<file path="src/hw/limit_compare_regs.vh">
// register offsets, field positions and reset values for the limit threshold bank
// assumes the includer is a plain verilog-2005 module on one 250 mhz clock
//
// Summary of operation
// - trim_checksum_ok drops to 0 on checksum error
// - negative shunt over limit trips at zero
// - signed 16-bit shunt over limit, reset 7fff
// - shunt limits share shunt result step size
// - signed 16-bit shunt under limit, reset 8000
// - 15-bit bus over limit, reset 7fff
// - 15-bit bus under limit, reset zero
// - bus limit bit 15 reads zero
// - signed 12-bit heat ceiling in bits 15-4
// - heat ceiling bits 3-0 read zero
// - 16-bit power ceiling, reset ffff, 256 steps
// - shunt over and under flags set
// - bus over and under flags set
// - heat and power over flags set
// - transparent flags follow, latched clear on read
`ifndef LIMIT_COMPARE_REGS_VH
`define LIMIT_COMPARE_REGS_VH

// =====================================================
// register indices
`define ADDR_DIAG 8'h0b
`define ADDR_SHUNT_OVER 8'h0c
`define ADDR_SHUNT_UNDER 8'h0d
`define ADDR_BUS_OVER 8'h0e
`define ADDR_BUS_UNDER 8'h0f
`define ADDR_HEAT_CEIL 8'h10
`define ADDR_POWER_CEIL 8'h11
`define NUM_REGS 6

// =====================================================
// reset values
`define RST_SHUNT_OVER 16'h7fff
`define RST_SHUNT_UNDER 16'h8000
`define RST_BUS_OVER 16'h7fff
`define RST_BUS_UNDER 16'h0000
`define RST_HEAT_CEIL 16'h7fff
`define RST_POWER_CEIL 16'hffff

// =====================================================
// field positions and masks
`define BUS_FIELD_MASK 16'h7fff
`define HEAT_FIELD_MASK 16'hfff0
`define DIAG_LATCH_BIT 15
`define DIAG_HEAT_BIT 7
`define DIAG_SHUNT_OVER_BIT 6
`define DIAG_SHUNT_UNDER_BIT 5
`define DIAG_BUS_OVER_BIT 4
`define DIAG_BUS_UNDER_BIT 3
`define DIAG_POWER_BIT 2
`define DIAG_MEM_BIT 0

`endif

</file>
<file path="src/hw/limit_reg_store.v">
// six-entry 16-bit store for the threshold registers, read data registered
// assumes writes and reads come from the limit compare top on the same clock
`timescale 1ns/1ps
`include "limit_compare_regs.vh"

module limit_reg_store (
    clk,
    rst_b,
    wr_en,
    wr_idx,
    wr_data,
    rd_idx,
    rd_data,
    flat_q
);
    input wire clk;
    input wire rst_b;
    input wire wr_en;
    input wire [2:0] wr_idx;
    input wire [15:0] wr_data;
    input wire [2:0] rd_idx;
    output reg [15:0] rd_data;
    output wire [16*`NUM_REGS-1:0] flat_q;

    // =====================================================
    // storage, held in flops so every limit feeds a comparator at once
    localparam [16*`NUM_REGS-1:0] rst_flat = {`RST_POWER_CEIL, `RST_HEAT_CEIL, `RST_BUS_UNDER, `RST_BUS_OVER,
                                              `RST_SHUNT_UNDER, `RST_SHUNT_OVER};
    // reserved bits never store, so they read zero, from reset on as well
    localparam [16*`NUM_REGS-1:0] mask_flat = {16'hffff, `HEAT_FIELD_MASK, `BUS_FIELD_MASK, `BUS_FIELD_MASK,
                                               16'hffff, 16'hffff};

    genvar i;
    generate
        for (i = 0; i < `NUM_REGS; i = i + 1) begin : g_ent
            reg [15:0] ent_q;
            always @(posedge clk or negedge rst_b) begin
                if (!rst_b) begin
                    ent_q <= rst_flat[16*i+15:16*i] & mask_flat[16*i+15:16*i];
                end else if (wr_en && wr_idx == i) begin
                    ent_q <= wr_data & mask_flat[16*i+15:16*i];
                end
            end
            assign flat_q[16*i+15:16*i] = ent_q;
        end
    endgenerate

    always @(posedge clk or negedge rst_b) begin
        if (!rst_b) begin
            rd_data <= 16'h0000;
        end else if (rd_idx < `NUM_REGS) begin
            rd_data <= flat_q[{rd_idx, 4'h0} +: 16];
        end else begin
            rd_data <= 16'h0000;
        end
    end
endmodule

</file>
<file path="src/hw/limit_threshold_compare.v">
// limit threshold bank with diagnostic flag logic
// assumes the serial host front end delivers one-cycle reg_wr/reg_rd strobes
// and that measurement results arrive with a one-cycle result_valid pulse on clk
`timescale 1ns/1ps
`include "limit_compare_regs.vh"

module limit_threshold_compare (
    clk,
    rst_b,
    reg_addr,
    reg_wr,
    reg_rd,
    reg_wdata,
    reg_rdata,
    reg_rvalid,
    result_valid,
    shunt_result,
    bus_result,
    die_heat_result,
    power_result,
    shunt_range_select,
    checksum_err,
    diag_flags,
    diag_flags_reg_q
);
    input wire clk;
    input wire rst_b;
    input wire [7:0] reg_addr;
    input wire reg_wr;
    input wire reg_rd;
    input wire [15:0] reg_wdata;
    output reg [15:0] reg_rdata;
    output reg reg_rvalid;
    input wire result_valid;
    input wire [15:0] shunt_result;
    input wire [15:0] bus_result;
    input wire [11:0] die_heat_result;
    input wire [23:0] power_result;
    input wire shunt_range_select;
    input wire checksum_err;
    output reg [6:0] diag_flags;
    output wire [15:0] diag_flags_reg_q;

    // =====================================================
    // decode
    wire [7:0] rel_addr;
    wire in_bank;
    wire [2:0] bank_idx;
    wire diag_hit;
    reg diag_rd_q;
    reg bank_rd_q;
    reg rd_q;

    assign rel_addr = reg_addr - `ADDR_SHUNT_OVER;
    assign in_bank = (reg_addr >= `ADDR_SHUNT_OVER) && (reg_addr <= `ADDR_POWER_CEIL);
    assign bank_idx = rel_addr[2:0];
    assign diag_hit = (reg_addr == `ADDR_DIAG);

    wire [16*`NUM_REGS-1:0] flat_q;
    wire [15:0] store_rdata;

    limit_reg_store u_store (
        .clk(clk),
        .rst_b(rst_b),
        .wr_en(reg_wr && in_bank),
        .wr_idx(bank_idx),
        .wr_data(reg_wdata),
        .rd_idx(bank_idx),
        .rd_data(store_rdata),
        .flat_q(flat_q)
    );

    wire [15:0] shunt_over_threshold;
    wire [15:0] shunt_under_threshold;
    wire [15:0] bus_over_threshold;
    wire [15:0] bus_under_threshold;
    wire [15:0] die_heat_ceiling;
    wire [15:0] power_ceiling;
    wire [11:0] heat_ceiling_field;

    assign shunt_over_threshold = flat_q[15:0];
    assign shunt_under_threshold = flat_q[31:16];
    assign bus_over_threshold = flat_q[47:32];
    assign bus_under_threshold = flat_q[63:48];
    assign die_heat_ceiling = flat_q[79:64];
    assign power_ceiling = flat_q[95:80];
    assign heat_ceiling_field = die_heat_ceiling[15:4];

    // =====================================================
    // comparisons; the range select only rescales the lsb, and limits share that
    // scale with the result, so the raw codes compare directly
    wire shunt_over_hit;
    wire shunt_under_hit;
    wire bus_over_hit;
    wire bus_under_hit;
    wire heat_over_hit;
    wire power_over_hit;

    // signed compare: a negative limit is already exceeded by a zero result
    assign shunt_over_hit = $signed(shunt_result) > $signed(shunt_over_threshold);
    assign shunt_under_hit = $signed(shunt_result) < $signed(shunt_under_threshold);
    assign bus_over_hit = {1'b0, bus_result[14:0]} > (bus_over_threshold & `BUS_FIELD_MASK);
    assign bus_under_hit = {1'b0, bus_result[14:0]} < (bus_under_threshold & `BUS_FIELD_MASK);
    assign heat_over_hit = $signed(die_heat_result) > $signed(heat_ceiling_field);
    // limit lsb is 256 power steps, so drop the low byte of the result
    assign power_over_hit = power_result[23:8] > power_ceiling;

    // =====================================================
    // diagnostic flags
    reg flag_latch_select_q;
    reg trim_checksum_ok_q;
    reg heat_over_flag_q;
    reg shunt_over_flag_q;
    reg shunt_under_flag_q;
    reg bus_over_flag_q;
    reg bus_under_flag_q;
    reg power_over_flag_q;
    wire diag_read;
    wire [5:0] hit_vec;
    wire [5:0] flag_vec;
    reg [5:0] flag_d;

    assign diag_read = reg_rd && diag_hit;
    assign hit_vec = {heat_over_hit, shunt_over_hit, shunt_under_hit,
                      bus_over_hit, bus_under_hit, power_over_hit};
    assign flag_vec = {heat_over_flag_q, shunt_over_flag_q, shunt_under_flag_q,
                       bus_over_flag_q, bus_under_flag_q, power_over_flag_q};

    always @* begin
        flag_d = flag_vec;
        if (result_valid) begin
            if (flag_latch_select_q) begin
                // a new hit in the read cycle wins over the read clear
                flag_d = (diag_read ? 6'h00 : flag_vec) | hit_vec;
            end else begin
                flag_d = hit_vec;
            end
        end else if (flag_latch_select_q && diag_read) begin
            flag_d = 6'h00;
        end
    end

    always @(posedge clk or negedge rst_b) begin
        if (!rst_b) begin
            flag_latch_select_q <= 1'b0;
            trim_checksum_ok_q <= 1'b1;
            heat_over_flag_q <= 1'b0;
            shunt_over_flag_q <= 1'b0;
            shunt_under_flag_q <= 1'b0;
            bus_over_flag_q <= 1'b0;
            bus_under_flag_q <= 1'b0;
            power_over_flag_q <= 1'b0;
        end else begin
            if (reg_wr && diag_hit) begin
                flag_latch_select_q <= reg_wdata[`DIAG_LATCH_BIT];
            end
            // sticky low: once the trim check fails only a reset restores it
            if (checksum_err) begin
                trim_checksum_ok_q <= 1'b0;
            end
            heat_over_flag_q <= flag_d[5];
            shunt_over_flag_q <= flag_d[4];
            shunt_under_flag_q <= flag_d[3];
            bus_over_flag_q <= flag_d[2];
            bus_under_flag_q <= flag_d[1];
            power_over_flag_q <= flag_d[0];
        end
    end

    assign diag_flags_reg_q = {flag_latch_select_q, 7'h00, flag_vec, 1'b0, trim_checksum_ok_q};

    // =====================================================
    // read return: the strobe edge captures, the next edge loads the output flop,
    // so reg_rvalid and reg_rdata stand one edge after the strobe edge
    always @(posedge clk or negedge rst_b) begin
        if (!rst_b) begin
            diag_rd_q <= 1'b0;
            bank_rd_q <= 1'b0;
            rd_q <= 1'b0;
            reg_rvalid <= 1'b0;
            diag_flags <= 7'h01;
        end else begin
            diag_rd_q <= diag_read;
            bank_rd_q <= reg_rd && in_bank;
            rd_q <= reg_rd;
            reg_rvalid <= rd_q;
            diag_flags <= {flag_vec, trim_checksum_ok_q};
        end
    end

    // diag snapshot taken in the strobe cycle, before the latched clear lands
    reg [15:0] diag_snap_q;
    always @(posedge clk or negedge rst_b) begin
        if (!rst_b) begin
            diag_snap_q <= 16'h0001;
        end else begin
            diag_snap_q <= diag_flags_reg_q;
        end
    end

    // one extra cycle of latency buys a read port driven straight from a flop
    always @(posedge clk or negedge rst_b) begin
        if (!rst_b) begin
            reg_rdata <= 16'h0000;
        end else if (diag_rd_q) begin
            reg_rdata <= diag_snap_q;
        end else if (bank_rd_q) begin
            reg_rdata <= store_rdata;
        end else begin
            reg_rdata <= 16'h0000;
        end
    end
endmodule

</file>
<file path="config.mk">
export PLATFORM = sky130hd
export DESIGN_NAME = limit_threshold_compare
export DESIGN_NICKNAME = d
export VERILOG_FILES = /design/src/hw/limit_reg_store.v /design/src/hw/limit_threshold_compare.v
export VERILOG_INCLUDE_DIRS = /design/src /design/src/hw
export SDC_FILE = /design/constraint.sdc
export NUM_CORES = 1
export LEC_CHECK = 0
export BUFFER_PORTS_ARGS = -buffer_cell sky130_fd_sc_hd__buf_2
export CORE_MARGIN = 5
export CORE_UTILIZATION = 45
export DETAILED_ROUTE_END_ITERATION = 12
export PLACE_DENSITY = 0.66
export SYNTH_ARGS = -nofsm -noshare
export SYNTH_HDL_FRONTEND = slang
export SYNTH_SLANG_ARGS = --single-unit
</file>
<file path="constraint.sdc">
create_clock -name clk -period 3.4 [get_ports clk]
set_input_delay 0.17 -clock clk [delete_from_list [all_inputs] [get_ports clk]]
set_output_delay 0.17 -clock clk [all_outputs]
set_load 0.01 [all_outputs]
</file>
* After elaboration in Yosys (flattened, before gate mapping) *
Cells that the tools add are included.
W data, S select, Z words.

storage, ports and cells
  register bits after elaboration = 149
  logic and storage cells = 61
  output and inout port bits = 40
  input bits = 99

cells by class
  bitwise gates (word level) = 1
  $add $sub $neg = 1
  reduce and logical (&&, ||, !) cells = 14
  shift-type cells = 1
  eq/ne operators = 6
  mux-type cells = 7
  magnitude comparators = 9

operators by type and width
  cell                   count
  $shiftx A96 B8 Y16     1
  $mux W16               3
  $gt A16 B16 Y1         2
  $mux W6                4
  $lt A16 B16 Y1         1
  $gt A15 B15 Y1         1
  $lt A15 B15 Y1         1
  $gt A12 B12 Y1         1
  $logic_and A1 B1 Y1    12
  $eq A8 B4 Y1 const B   1
  $ge A8 B4 Y1 const B   1
  $le A8 B5 Y1 const B   1
  $eq A3 B2 Y1 const B   2
  $eq A3 B3 Y1 const B   2
  $or A6 B6 Y6           1
  $eq A3 B1 Y1 const B   1
  $logic_not A3 Y1       1
  $lt A3 B3 Y1 const B   1
  $sub A3 B3 Y3 const B  1
  $reduce_bool A2 Y1     1

* Longest topological paths before layout *
  depth in word-level cells = 6
  depth in mapped cells = 7
  mapped depth without buffers = 7

* Modules after synthesis *
A second synthesis with hierarchy kept.

second synthesis, totals
  cell total of the unflattened synthesis = 708
  area total of the unflattened synthesis = 8,249.2 um^2

by module, submodules not included
  module                   sequential area each (um^2)  cells an instance  times used  area an instance (um^2)
  limit_reg_store          2,725.1                      304                1           4,683.2
  limit_threshold_compare  903.4                        404                1           3,565.9

* Least setup slack after synthesis *
OpenSTA, ideal clock, no wires.

  path type = register to register
  from = register u_store.g_ent[0].ent_q[5]
  to = register shunt_over_flag_q
  setup slack = 1.263 ns
  cell stages (with the launch flop) = 8
  clock period less this slack = 2.137 ns
  required time = 3.331 ns
  arrival = 2.068 ns
  path buffers = 0
  library setup time = 0.069 ns
  cell sequence = dfstp_2 inv_1 ha_1 a211oi_2 o21ai_0 o311a_1 or4_1 nand3_1

on the way
  longest elaborated chain between the ends = 4

RTL lines
  item                      line                           text
  start: declaration        limit_reg_store.v:36           reg [15:0] ent_q;
  start signal: assignment  limit_reg_store.v:39           ent_q <= rst_flat[16*i+15:16*i] & mask_flat[16*i+15:16*i];
  start signal: assignment  limit_reg_store.v:41           ent_q <= wr_data & mask_flat[16*i+15:16*i];
  $gt A16 B16 Y1 *          limit_threshold_compare.v:100  assign shunt_over_hit = $signed(shunt_result) > $signed(shunt_over_threshold);
  $or A6 B6 Y6              limit_threshold_compare.v:134  flag_d = (diag_read ? 6'h00 : flag_vec) | hit_vec;
  $mux W6 *                 limit_threshold_compare.v:132  if (flag_latch_select_q) begin
  $mux W6 *                 limit_threshold_compare.v:131  if (result_valid) begin
  end signal: assignment    limit_threshold_compare.v:162  shunt_over_flag_q <= flag_d[4];
  end: declaration          limit_threshold_compare.v:113  reg shunt_over_flag_q;

Every way passes the cells marked *; elsewhere a longest branch is shown, timed or not.
A chain may end at the register's enable or synchronous reset.

* Worst setup path after layout *
  from = register u_store.g_ent[5].ent_q[14]
  to = register power_over_flag_q

on the way
  longest elaborated chain between the ends = 4

RTL lines
  item                      line                           text
  start: declaration        limit_reg_store.v:36
  start signal: assignment  limit_reg_store.v:39
  start signal: assignment  limit_reg_store.v:41
  $gt A16 B16 Y1 *          limit_threshold_compare.v:106  assign power_over_hit = power_result[23:8] > power_ceiling;
  $or A6 B6 Y6              limit_threshold_compare.v:134
  $mux W6 *                 limit_threshold_compare.v:132
  $mux W6 *                 limit_threshold_compare.v:131
  end signal: assignment    limit_threshold_compare.v:166  power_over_flag_q <= flag_d[0];
  end: declaration          limit_threshold_compare.v:117  reg power_over_flag_q;

Marked as above.

==> results.cfg <==
[synth]
ys_top_cells_by_area = dfrtp_1, dfstp_2, ha_1, mux2_2, mux4_2
synth_edf_count = 0
synthCells = 754
syn_area_per_cell_sq_um = 10.8
ys_ff_latch = 142
synth_flop_cell = dfrtp_1
synth-seq-area-share_pct = 44.5
yosysTopAreaCell = dfrtp_1
ys_async_sr_fraction_pct = 100
synth_top_area_share_pct = 25.2
syn-cell-area_sq_mm = 0.00816
yosysWarnings = 0
synth_cell_types = 56

[sta]
finalCriticalPeriod_ps = 2350
slew_headroom_pct = 26.1
tns_ps = 0
tightest_slew_ps = 1110
rsz0062_at_grt = no
min_period_over_period_pct = 69.1
finalSetupViolations = 0
finalHoldViolations = 0
max_freq_mhz = 426
slew_violations = 0
clock_skew_ps = 6.42

[cts]
clk_pin_slew_ps = 60
h-tree-depth = 4
cts_num_sinks = 142
clock_path_buffers = 2
cts_tree = yes
insertion_delay_ps = 430
numCtsBuffers = 17
postCtsSetupBuffers = 0
clock-root-buffer = clkbuf_16

[global_route]
gr-usage-met1_pct = 27.6
first_global_vias = 5834
antenna_found_initial = 0
top_usage_layer = met2
grt_max_degree = 101
met2_usage_pct = 32.1
grt_use_total_pct = 19.9
grt_overflow = 0
grt_pass1_wl_microns = 31300
met3_usage_pct = 3.67

[finish]
multi_input_area_sq_mm = 0.00392
layout_commonest_cell = buf_2
seq_area_sq_mm = 0.00363
drive_gt1_share_pct = 33.7
final_util_pct = 53.3
syn2layout_area_growth_pct = 16.9
nFillCells = 1617
final_nets = 1049
layout_common_cells = buf_2, inv_1, ha_1
diodes = 0

[placed_design]
gp_congestion = 0.863
dp_hpwl_microns = 15400
numPortBuffers = 120

[min_path]
min_to = u_store.g_ent[2].ent_q[1]
min_path_cells = 3
hold_path_startpoint = reg_wdata[1]
min_path_type = primary input to flop

[route]
viasPerCell = 5.29
vias = 5838
drtIter0Drc = 282
drt-pass1-iter-count = 4
wl_per_cell_microns = 18.1
ant_nets = 0
wl_microns = 20000
drc = 0

[power]
peakVddDrop_uv = 314
intPower_mw = 3.48
power_leakage_nw = 4.65
clkPwrFrac_pct = 46.1
p_seq_share_pct = 41.1
combPwrFrac_pct = 12.8
p_sw_mw = 1.13
switching_share_pct = 24.5
power.density_mw_per_mm2 = 483

[floorplan]
rows = 49
start_util_pct = 45.6
coreArea_sq_mm = 0.0179
fp.dieH_microns = 145
io_pins = 139
fp.dieW_microns = 145
die_area_sq_mm = 0.0209

[critical_path]
r2r-end = power_over_flag_q
r2r_start = u_store.g_ent[5].ent_q[14]
path_class = flop to flop
cp.arrival_ps = 2660
reg2reg_slack_ps = 1050
critPathCaptureType = flop
required_ps = 3720
r2r_cells = 7
crit_path_start_kind = flop
critPathMaxFanout = 3

[run]
max_cap_viol_count = 0

[outcome]
outcome = finished, final reports clean
[state kept, by name, indices dropped and copies added, names as in the netlist, 2 cells and up]
name	count
u_store.g_ent.ent_q	90
diag_flags	6
u_store.rd_data	16
diag_snap_q	2
reg_rdata	16
[kinds of logic after synthesis]
family / count (synthesis) / synth area share, %
other: 1 / 0.0460
multiplexers: 76 / 13.1
adder cells (fa/ha/maj): 88 / 13.5
AND/OR/NAND/NOR: 167 / 10.5
AO/OA/AOI/OAI: 141 / 10.5
flip-flops: 142 / 44.5
buffers and inverters: 139 / 7.94
[final cells by class]
cell class,count,area share (%)
repair buffers,130,7.23
clock buffers,18,4.60
clock inverters,14,2.49
flip-flops and latches,142,38.0
inverters,91,3.58
multi-input cells,480,41.1
well taps,229,3.00
[synth_stat cells, types with 9 or more instances]
master	number
a21o_1	10
a21oi_1	24
buf_2	11
buf_4	24
dfrtp_1	82
dfstp_2	60
ha_1	88
inv_1	91
mux2_2	36
mux2_4	12
mux2i_1	12
mux4_2	16
nand2_1	82
nand3_1	12
nand4_1	16
nor2_1	9
nor2b_1	10
o21ai_0	69
[layer usage]
metal	share of wire (%)	up-vias	wire length, microns
li1	-	2827	-
met4	1.3	0	265
met2	46	140	9310
met1	47	2852	9450
met5	0	-	0
met3	5.0	19	1010
[power groups by stage]
stage          Sequential [mW]  Combinational [mW]  Clock [mW]
2_1_floorplan             1.89               0.384           0
3_3_place_gp              1.91               0.577           0
3_5_place_dp              1.92               0.591           0
4_1_cts                   1.89               0.600        2.15
5_1_grt                   1.90               0.672        2.24
6_report                  1.89               0.591        2.12
[critical path, cell delays in order, from the launching register on]
cell and delay, ps:
dfstp_2 550, inv_1 50, ha_1 300, nand4_1 180, nor3_1 110, a21boi_0 150
or4b_2 630, a32o_1 270
[stage by stage]
| step | setup WS [ps] | total power, mW | cells | hold slack [ps] | instance area, sq um |
|---|---|---|---|---|---|
| after CTS | 1050 | 4.64 | 1104 | 2.20 | 9540 |
| after global placement | 1110 | 2.49 | 1069 | 287 | 8830 |
| after floorplan | 1260 | 2.27 | 761 | -126 | 8180 |
| after global routing | 975 | 4.81 | 1104 | 18.0 | 9540 |
| final | 1050 | 4.60 | 1104 | 15.8 | 9540 |
| after detailed placement | 1070 | 2.51 | 1069 | 290 | 8830 |
[timing repair]
action / CTS / global route
hold buffers: 3 / 0
endpoints found under the hold margin: 59 / 0
gates resized for setup: 0 / 0
[worst max-delay path by stage]
stage                                from  slack, ps           endpoint
2_1_floorplan   u_store.g_ent[0].ent_q[5]       1260  shunt_over_flag_q
4_1_cts        u_store.g_ent[5].ent_q[14]       1050  power_over_flag_q
6_report       u_store.g_ent[5].ent_q[14]       1050  power_over_flag_q
3_5_place_dp   u_store.g_ent[5].ent_q[14]       1070  power_over_flag_q
3_3_place_gp   u_store.g_ent[5].ent_q[14]       1110  power_over_flag_q
5_1_grt        u_store.g_ent[5].ent_q[14]        980  power_over_flag_q
Note: power is estimated with default switching activity, not from simulation.
